==> src/rtl/pafo_pkg.sv <==
// Shared constants for the port alternate-function override block.
package pafo_pkg;

	// Pins per port and ports handled.
	localparam int PORT_WIDTH = 8;
	localparam int PORT_COUNT = 3;
	localparam int PIN_COUNT  = PORT_WIDTH * PORT_COUNT;

	// Port B pin positions of the peripheral functions.
	localparam int PB_SCK   = 7;
	localparam int PB_MISO  = 6;
	localparam int PB_MOSI  = 5;
	localparam int PB_SS    = 4;
	localparam int PB_CMP0  = 3;
	localparam int PB_IRQ2  = 2;
	localparam int PB_CNT1  = 1;
	localparam int PB_CNT0  = 0;

	// Port C pin positions of the test-access and oscillator functions.
	localparam int PC_OSCO  = 7;
	localparam int PC_TDI   = 5;
	localparam int PC_TMS   = 3;
	localparam int PC_TCK   = 2;

	// Port C pins whose pull-up is held on while test access is enabled.
	localparam logic [7:0] JTAG_PULL_MASK = 8'h2c;

	// Value of every registered pad control after reset.
	localparam logic RESET_LEVEL = 1'h0;

endpackage

==> src/rtl/pafo_pin_cell.sv <==
// One pad's override resolution with registered pad controls.
`timescale 1ns/1ps
module pafo_pin_cell (
	input  wire logic ref_clk,
	input  wire logic rst_b,
	input  wire logic pullup_override_en,
	input  wire logic pullup_override_val,
	input  wire logic dir_override_en,
	input  wire logic dir_override_val,
	input  wire logic value_override_en,
	input  wire logic value_override_val,
	input  wire logic input_enable_override_en,
	input  wire logic input_enable_override_val,
	input  wire logic dirBit,
	input  wire logic outLatchBit,
	input  wire logic global_pullup_disable,
	input  wire logic sleepClamp,
	input  wire logic padIn,
	output logic      pullupOn,
	output logic      driveEn,
	output logic      driveVal,
	output logic      inputEn,
	output logic      digital_input_tap
);

	logic next_pullup;
	logic next_driveEn;
	logic next_driveVal;
	logic next_inputEn;

	// Each control takes its override value when enabled, else the port bits (input enable: else the inverted sleep clamp).
	assign next_pullup   = pullup_override_en ? pullup_override_val :
		(~dirBit & outLatchBit & ~global_pullup_disable);
	assign next_driveEn  = dir_override_en ? dir_override_val :
		dirBit;
	assign next_driveVal = value_override_en ? value_override_val :
		outLatchBit;
	assign next_inputEn  = input_enable_override_en ?
		input_enable_override_val : ~sleepClamp;

	// Disabled inputs clamp to ground so a floating pad draws no current.
	always_ff @(posedge ref_clk or negedge rst_b) begin
		if (!rst_b) begin
			pullupOn          <= pafo_pkg::RESET_LEVEL;
			driveEn           <= pafo_pkg::RESET_LEVEL;
			driveVal          <= pafo_pkg::RESET_LEVEL;
			inputEn           <= pafo_pkg::RESET_LEVEL;
			digital_input_tap <= pafo_pkg::RESET_LEVEL;
		end else begin
			pullupOn          <= next_pullup;
			driveEn           <= next_driveEn;
			driveVal          <= next_driveVal;
			inputEn           <= next_inputEn;
			digital_input_tap <= padIn & next_inputEn;
		end
	end

endmodule

==> src/rtl/pafo_port_override.sv <==
// Alternate-function override logic for ports A, B and C.
`timescale 1ns/1ps
module pafo_port_override (
	input  wire logic       ref_clk,
	input  wire logic       rst_b,
	input  wire logic [7:0] dirA,
	input  wire logic [7:0] dirB,
	input  wire logic [7:0] dirC,
	input  wire logic [7:0] latchA,
	input  wire logic [7:0] latchB,
	input  wire logic [7:0] latchC,
	input  wire logic [7:0] padInA,
	input  wire logic [7:0] padInB,
	input  wire logic [7:0] padInC,
	input  wire logic       global_pullup_disable,
	input  wire logic       sleepClamp,
	input  wire logic       spi_enable_bit,
	input  wire logic       spi_master_select,
	input  wire logic       spiSckOut,
	input  wire logic       spiSlaveOut,
	input  wire logic       spiMasterOut,
	input  wire logic       timer0CompareEnable,
	input  wire logic       timer0_compare_out,
	input  wire logic       ext_irq2_enable,
	input  wire logic       usart_sync_select,
	input  wire logic       usartClockOut,
	input  wire logic       jtagEnable,
	input  wire logic       timer2_async_select,
	output logic [7:0]      pullupA,
	output logic [7:0]      pullupB,
	output logic [7:0]      pullupC,
	output logic [7:0]      driveEnA,
	output logic [7:0]      driveEnB,
	output logic [7:0]      driveEnC,
	output logic [7:0]      driveValA,
	output logic [7:0]      driveValB,
	output logic [7:0]      driveValC,
	output logic [7:0]      inputEnA,
	output logic [7:0]      inputEnB,
	output logic [7:0]      inputEnC,
	output logic [7:0]      tapA,
	output logic [7:0]      tapC,
	output logic            spiSckIn,
	output logic            spiMasterIn,
	output logic            spiSlaveIn,
	output logic            spiSelectIn,
	output logic            ext_irq2_input,
	output logic            timer1_count_in,
	output logic            timer0_count_in,
	output logic            usartClockIn,
	output logic            oscOutSelect
);

	////////////////////////////////////////////////////////////////////////
	// Override sources per port.

	logic       spiSlave;
	logic       spiMaster;
	logic [7:0] aOff;
	logic [7:0] bPullOvrEn;
	logic [7:0] bPullOvrVal;
	logic [7:0] bValOvrEn;
	logic [7:0] bValOvrVal;
	logic [7:0] bInOvrEn;
	logic [7:0] cPullOvrEn;

	// SPI mode split; the forcing only applies while the SPI is enabled.
	assign spiSlave  = spi_enable_bit & ~spi_master_select;
	assign spiMaster = spi_enable_bit & spi_master_select;

	// Port A keeps every override at zero; analog sampling is off-block.
	assign aOff = 8'h00;

	// Forced SPI inputs: slave forces clock, MOSI, select; master forces MISO.
	assign bPullOvrEn = {spiSlave, spiMaster, spiSlave, spiSlave,
		4'h0};
	// A forced input keeps the usual latch-controlled pull-up.
	assign bPullOvrVal = {latchB[7:4] & {4{~global_pullup_disable}},
		4'h0};
	// Driven SPI values, compare output and synchronous USART clock.
	assign bValOvrEn = {spiMaster, spiSlave, spiMaster, 1'h0,
		timer0CompareEnable, 2'h0, usart_sync_select};
	assign bValOvrVal = {spiSckOut, spiSlaveOut, spiMasterOut, 1'h0,
		timer0_compare_out, 2'h0, usartClockOut};
	// Interrupt pin input stays alive through sleep while enabled.
	assign bInOvrEn = {5'h00, ext_irq2_enable, 2'h0};

	// Port C: oscillator detach on bit 7, test access on bits 5, 3, 2.
	assign cPullOvrEn = {timer2_async_select, 1'h0, jtagEnable, 1'h0,
		jtagEnable, jtagEnable, 2'h0};

	////////////////////////////////////////////////////////////////////////
	// Flattened per-pin controls, port A in the low byte.

	logic [23:0] pullOvrEn;
	logic [23:0] pullOvrVal;
	logic [23:0] dirOvrEn;
	logic [23:0] dirOvrVal;
	logic [23:0] valOvrEn;
	logic [23:0] valOvrVal;
	logic [23:0] inOvrEn;
	logic [23:0] inOvrVal;
	logic [23:0] dirAll;
	logic [23:0] latchAll;
	logic [23:0] padAll;
	logic [23:0] pullupAll;
	logic [23:0] driveEnAll;
	logic [23:0] driveValAll;
	logic [23:0] inputEnAll;
	logic [23:0] tapAll;

	// Direction overrides share the pull-up enable; values are always 0.
	assign pullOvrEn  = {cPullOvrEn, bPullOvrEn, aOff};
	assign pullOvrVal = {pafo_pkg::JTAG_PULL_MASK, bPullOvrVal, aOff};
	assign dirOvrEn   = {cPullOvrEn, bPullOvrEn, aOff};
	assign dirOvrVal  = {8'h00, 8'h00, aOff};
	assign valOvrEn   = {8'h00, bValOvrEn, aOff};
	assign valOvrVal  = {8'h00, bValOvrVal, aOff};
	assign inOvrEn    = {cPullOvrEn, bInOvrEn, aOff};
	assign inOvrVal   = {8'h00, bInOvrEn, aOff};

	assign dirAll   = {dirC, dirB, dirA};
	assign latchAll = {latchC, latchB, latchA};
	assign padAll   = {padInC, padInB, padInA};

	// One registered cell per pad.
	genvar gi;
	generate
		for (gi = 0; gi < pafo_pkg::PIN_COUNT; gi = gi + 1) begin : g_pin
			pafo_pin_cell u_cell (
				.ref_clk                   (ref_clk),
				.rst_b                     (rst_b),
				.pullup_override_en        (pullOvrEn[gi]),
				.pullup_override_val       (pullOvrVal[gi]),
				.dir_override_en           (dirOvrEn[gi]),
				.dir_override_val          (dirOvrVal[gi]),
				.value_override_en         (valOvrEn[gi]),
				.value_override_val        (valOvrVal[gi]),
				.input_enable_override_en  (inOvrEn[gi]),
				.input_enable_override_val (inOvrVal[gi]),
				.dirBit                    (dirAll[gi]),
				.outLatchBit               (latchAll[gi]),
				.global_pullup_disable     (global_pullup_disable),
				.sleepClamp                (sleepClamp),
				.padIn                     (padAll[gi]),
				.pullupOn                  (pullupAll[gi]),
				.driveEn                   (driveEnAll[gi]),
				.driveVal                  (driveValAll[gi]),
				.inputEn                   (inputEnAll[gi]),
				.digital_input_tap         (tapAll[gi])
			);
		end
	endgenerate

	////////////////////////////////////////////////////////////////////////
	// Outputs.

	// The test-access pull-ups bypass the reset flops so they survive reset.
	assign pullupA = pullupAll[7:0];
	assign pullupB = pullupAll[15:8];
	assign pullupC = pullupAll[23:16] |
		(pafo_pkg::JTAG_PULL_MASK & {8{jtagEnable}});
	assign driveEnA  = driveEnAll[7:0];
	assign driveEnB  = driveEnAll[15:8];
	assign driveEnC  = driveEnAll[23:16];
	assign driveValA = driveValAll[7:0];
	assign driveValB = driveValAll[15:8];
	assign driveValC = driveValAll[23:16];
	assign inputEnA  = inputEnAll[7:0];
	assign inputEnB  = inputEnAll[15:8];
	assign inputEnC  = inputEnAll[23:16];
	assign tapA      = tapAll[7:0];
	assign tapC      = tapAll[23:16];

	// Port B taps routed to the peripherals; pad settings are untouched.
	assign spiSckIn        = tapAll[8 + pafo_pkg::PB_SCK];
	assign spiMasterIn     = tapAll[8 + pafo_pkg::PB_MISO];
	assign spiSlaveIn      = tapAll[8 + pafo_pkg::PB_MOSI];
	assign spiSelectIn     = tapAll[8 + pafo_pkg::PB_SS];
	assign ext_irq2_input  = tapAll[8 + pafo_pkg::PB_IRQ2];
	assign timer1_count_in = tapAll[8 + pafo_pkg::PB_CNT1];
	assign timer0_count_in = tapAll[8 + pafo_pkg::PB_CNT0];
	assign usartClockIn    = tapAll[8 + pafo_pkg::PB_CNT0];

	// Oscillator amplifier hookup for port C bit 7.
	always_ff @(posedge ref_clk or negedge rst_b) begin
		if (!rst_b) begin
			oscOutSelect <= pafo_pkg::RESET_LEVEL;
		end else begin
			oscOutSelect <= timer2_async_select;
		end
	end
endmodule

==> config.mk <==
export PLATFORM = sky130hd
export DESIGN_NAME = pafo_port_override
export DESIGN_NICKNAME = d
export VERILOG_FILES = /design/src/rtl/pafo_pkg.sv /design/src/rtl/pafo_pin_cell.sv /design/src/rtl/pafo_port_override.sv
export SDC_FILE = /design/constraint.sdc
export NUM_CORES = 1
export LEC_CHECK = 0
export ABC_AREA = 0
export BUFFER_PORTS_ARGS = -buffer_cell sky130_fd_sc_hd__buf_2
export CAP_MARGIN = 30
export CORE_ASPECT_RATIO = 1.5
export CORE_MARGIN = 4
export CORE_UTILIZATION = 52
export CTS_CLUSTER_DIAMETER = 40
export CTS_CLUSTER_SIZE = 30
export DETAILED_ROUTE_END_ITERATION = 10
export PLACE_DENSITY = 0.84
export REMOVE_ABC_BUFFERS = 1
export SYNTH_ARGS = -nofsm -noshare
export SYNTH_HDL_FRONTEND = slang
export SYNTH_HIERARCHICAL = 1
export SYNTH_SLANG_ARGS = --single-unit
==> constraint.sdc <==
create_clock -name ref_clk -period 1.7 [get_ports ref_clk]
set_input_delay 0.34 -clock ref_clk [delete_from_list [all_inputs] [get_ports ref_clk]]
set_output_delay 0.34 -clock ref_clk [all_outputs]
set_load 0.05 [all_outputs]
==> impl_results.html <==
<table>
<tr><th>Metric</th><th>Value</th></tr>
<tr><th colspan="2">Outcome</th></tr>
<tr><td>Run status</td><td>completed</td></tr>
<tr><th colspan="2">Clock network</th></tr>
<tr><td>Clock tree from TritonCTS</td><td>yes</td></tr>
<tr><td>CTS H-Tree Depth</td><td>4</td></tr>
<tr><td>Clock sink count</td><td>120</td></tr>
<tr><td>Number of CTS-inserted buffers</td><td>17</td></tr>
<tr><td>Register clock-pin slew on the reported worst setup and hold paths</td><td>50 ps</td></tr>
<tr><td>PostCTS Resize Cnt</td><td>0</td></tr>
<tr><td>CTS Buffer Depth</td><td>2</td></tr>
<tr><td>Clock Tree Root</td><td>clkbuf_16</td></tr>
<tr><th colspan="2">Global routing</th></tr>
<tr><td>Leftover overflow at the end of global routing</td><td>0</td></tr>
<tr><td>Antenna violations before repair</td><td>1</td></tr>
<tr><td>Overall Global Routing Usage</td><td>22.46%</td></tr>
<tr><td>First-pass GRT wire length</td><td>18,730 um</td></tr>
<tr><td>Number of global-route vias before repair</td><td>4,278</td></tr>
<tr><td>Maximum number of pins on one net before global-route repair</td><td>60</td></tr>
<tr><th colspan="2">STA</th></tr>
<tr><td>Crit path time final</td><td>1517 ps</td></tr>
<tr><td>Upper clock frequency limit</td><td>659.2 MHz</td></tr>
<tr><td>Slew HR</td><td>58.11%</td></tr>
<tr><td>Share of the clock period used by the worst path</td><td>89.24%</td></tr>
<tr><td>Final hold slack</td><td>134.3 ps</td></tr>
<tr><td>Fin. Hold Viols</td><td>0</td></tr>
<tr><td>Final Worst Setup Slack</td><td>182.9 ps</td></tr>
<tr><td>TNS Setup</td><td>0 ps</td></tr>
<tr><td>Max-slew violation count</td><td>0</td></tr>
<tr><td>Setup repair after global routing missed its margin</td><td>false</td></tr>
<tr><td>Final setup viols</td><td>0</td></tr>
<tr><td>Slew of the pin with the lowest slew margin</td><td>628.4 ps</td></tr>
<tr><th colspan="2">Worst setup path</th></tr>
<tr><td>Critical path endpoint category</td><td>output pin</td></tr>
<tr><td>Ordered cell list for the critical path</td><td>or2_1, buf_2</td></tr>
<tr><td>Critical path data required time</td><td>1360 ps</td></tr>
<tr><td>Critical setup path kind</td><td>reg2out</td></tr>
<tr><td>Data arrival, critical path</td><td>1180 ps</td></tr>
<tr><td>Critical path fanouts, max</td><td>1</td></tr>
<tr><td>Critical Path Slowest Stage Cell</td><td>dfrtp_1</td></tr>
<tr><td>Startpoint Class</td><td>flop</td></tr>
<tr><td>Stage delay of the slowest cell on the critical path</td><td>380 ps</td></tr>
<tr><th colspan="2">Min path</th></tr>
<tr><td>Hold Path Sink</td><td>g_pin[8].u_cell/driveVal$_DFF_PN0_</td></tr>
<tr><td>Kind of path behind the tightest hold check</td><td>in2reg</td></tr>
<tr><td>Launch instance of the worst min-delay path</td><td>usart_sync_select</td></tr>
<tr><td>Number of cells traversed by the worst hold path</td><td>2</td></tr>
<tr><th colspan="2">Final layout</th></tr>
<tr><td>Ratio of cells with drive above 1 in the final layout</td><td>35.08%</td></tr>
<tr><td>Total of fill cells in the finished design</td><td>639</td></tr>
<tr><td>P&amp;R area growth vs syn</td><td>46.70%</td></tr>
<tr><td>Final-stage net count</td><td>897</td></tr>
<tr><td>Post-route insts no fill</td><td>934</td></tr>
<tr><th colspan="2">Power</th></tr>
<tr><td>Leakage power</td><td>0.004010 uW</td></tr>
<tr><td>Largest vdd supply drop</td><td>0.9700 mV</td></tr>
<tr><td>Power per cell area</td><td>1102 nW/um^2</td></tr>
<tr><td>Overall power of the completed layout</td><td>7928 uW</td></tr>
<tr><th colspan="2">Drt</th></tr>
<tr><td>Total detailed-routing wirelength</td><td>11,800 um</td></tr>
<tr><td>Via count</td><td>3,906</td></tr>
<tr><td>Remaining design rule violation count</td><td>0</td></tr>
<tr><td>Routed vias/inst</td><td>4.182</td></tr>
<tr><td>Violation count after the first detailed-routing iteration</td><td>128</td></tr>
<tr><td>First-pass iteration count of the detailed router</td><td>3</td></tr>
<tr><td>Post-detailed-route wirelength per cell</td><td>12.63 um</td></tr>
<tr><td>Number of nets with antenna violations after routing</td><td>0</td></tr>
<tr><th colspan="2">Floorplan</th></tr>
<tr><td>Area of the core region</td><td>9254 um^2</td></tr>
<tr><td>Initial Utilization</td><td>53.02%</td></tr>
<tr><td>Rows</td><td>43</td></tr>
<tr><td>Die outline width</td><td>87.31 um</td></tr>
<tr><td>Boundary pin count</td><td>209</td></tr>
<tr><td>Vertical die dimension</td><td>127.0 um</td></tr>
<tr><td>Floorplan die area</td><td>11,080 um^2</td></tr>
<tr><th colspan="2">Job</th></tr>
<tr><td>Max-capacitance violation count</td><td>0</td></tr>
<tr><th colspan="2">Logic synthesis</th></tr>
<tr><td>Total standard cell area after synthesis</td><td>4906 um^2</td></tr>
<tr><td>Post-Syn Instances</td><td>408</td></tr>
<tr><td>Total number of yosys warnings</td><td>6</td></tr>
<tr><td>Avg Inst Size Synth</td><td>12.02 um^2</td></tr>
<tr><th colspan="2">Placed design</th></tr>
<tr><td>Inst Count DP</td><td>901</td></tr>
<tr><td>Post-detail-place hpwl</td><td>9009 um</td></tr>
<tr><td>Port-buffer cells</td><td>207</td></tr>
<tr><td>Worst Setup Slack post-DPL</td><td>322.0 ps</td></tr>
<tr><td>Final Wtd Congestion</td><td>0.7864</td></tr>
</table>
-- timing repair --
action	in CTS	in global routing
endpoints found under the hold margin	14	0
setup endpoints to repair	0	0
hold buffers	1	0
buffers inserted	0	0
-- registers in the layout (all words and copies together), names as in the netlist --
register	cells
g_pin.u_cell/inputEn	24
g_pin.u_cell/driveVal	24
g_pin.u_cell/driveEn	24
g_pin.u_cell/pullupOn	24
g_pin.u_cell/digital_input_tap	23
oscOutSelect	1
-- layout by cell type (no fill, tap or decap), drive strengths merged --
cell type / n
a21boi: 23
and2: 1
buf: 211
bufinv: 1
clkbuf: 22
clkinv: 6
clkinvlp: 2
conb: 210
dfrtp: 120
diode: 1
dlygate4sd3: 1
inv: 24
mux2: 24
nand2: 96
nor2b: 5
o21ai: 24
o41ai: 24
or2: 27
-- worst max path at each step --
stage	from	end	slack (ps)	cells after the start
2_1_floorplan	spi_enable_bit	g_pin[12].u_cell/driveEn$_DFF_PN0_	310	2
3_5_place_dp	jtagEnable	pullupC[5]	320	3
4_1_cts	g_pin[21].u_cell/pullupOn$_DFF_PN0_	pullupC[5]	160	2
5_1_grt	g_pin[21].u_cell/pullupOn$_DFF_PN0_	pullupC[5]	150	2
3_3_place_gp	global_pullup_disable	g_pin[23].u_cell/pullupOn$_DFF_PN0_	330	3
6_report	g_pin[21].u_cell/pullupOn$_DFF_PN0_	pullupC[5]	180	2
-- where the power goes --
part | switching [uW] | internal (uW) | leakage, uW | total, uW
logic | 1170 | 377 | 0.00227 | 1540
registers | 52.9 | 3060 | 0.00147 | 3110
clock network | 1170 | 2100 | 0.000271 | 3270
-- metrics by stage --
stage	utilization, %	instance area, um^2
final	77.77	7197
after global routing	77.77	7197
after CTS	77.74	7194
after detailed placement	71.70	6635
after global placement	71.70	6635
after floorplan	-	5401
-- critical path, delay by kind of cell (launching register included) --
kind,cells,cell delay (ps)
flip-flops,1,380
buffers and inverters,1,210
AND/OR/NAND/NOR,1,200
-- layout make-up --
type	instances	area [um^2]	share of cell area, %
Inverter	24	90.09	1.252
Multi-Input combinational cell	434	2308	32.08
Timing Repair Buffer	212	1104	15.33
Clock inverter	9	75.07	1.043
Sequential cell	120	3003	41.72
Tap cell	112	140.1	1.947
Antenna cell	1	2.502	0.03477
Clock buffer	22	474.2	6.589
-- routing by layer --
layer	up-vias	share of wire, %	global-route usage [%]
li1	1919	-	-
met2	149	59	43.12
met5	-	0	0
met4	0	4.7	13.82
met3	42	6.9	6.433
met1	1796	30	19.16
Note: power is estimated with default switching activity, not from simulation.
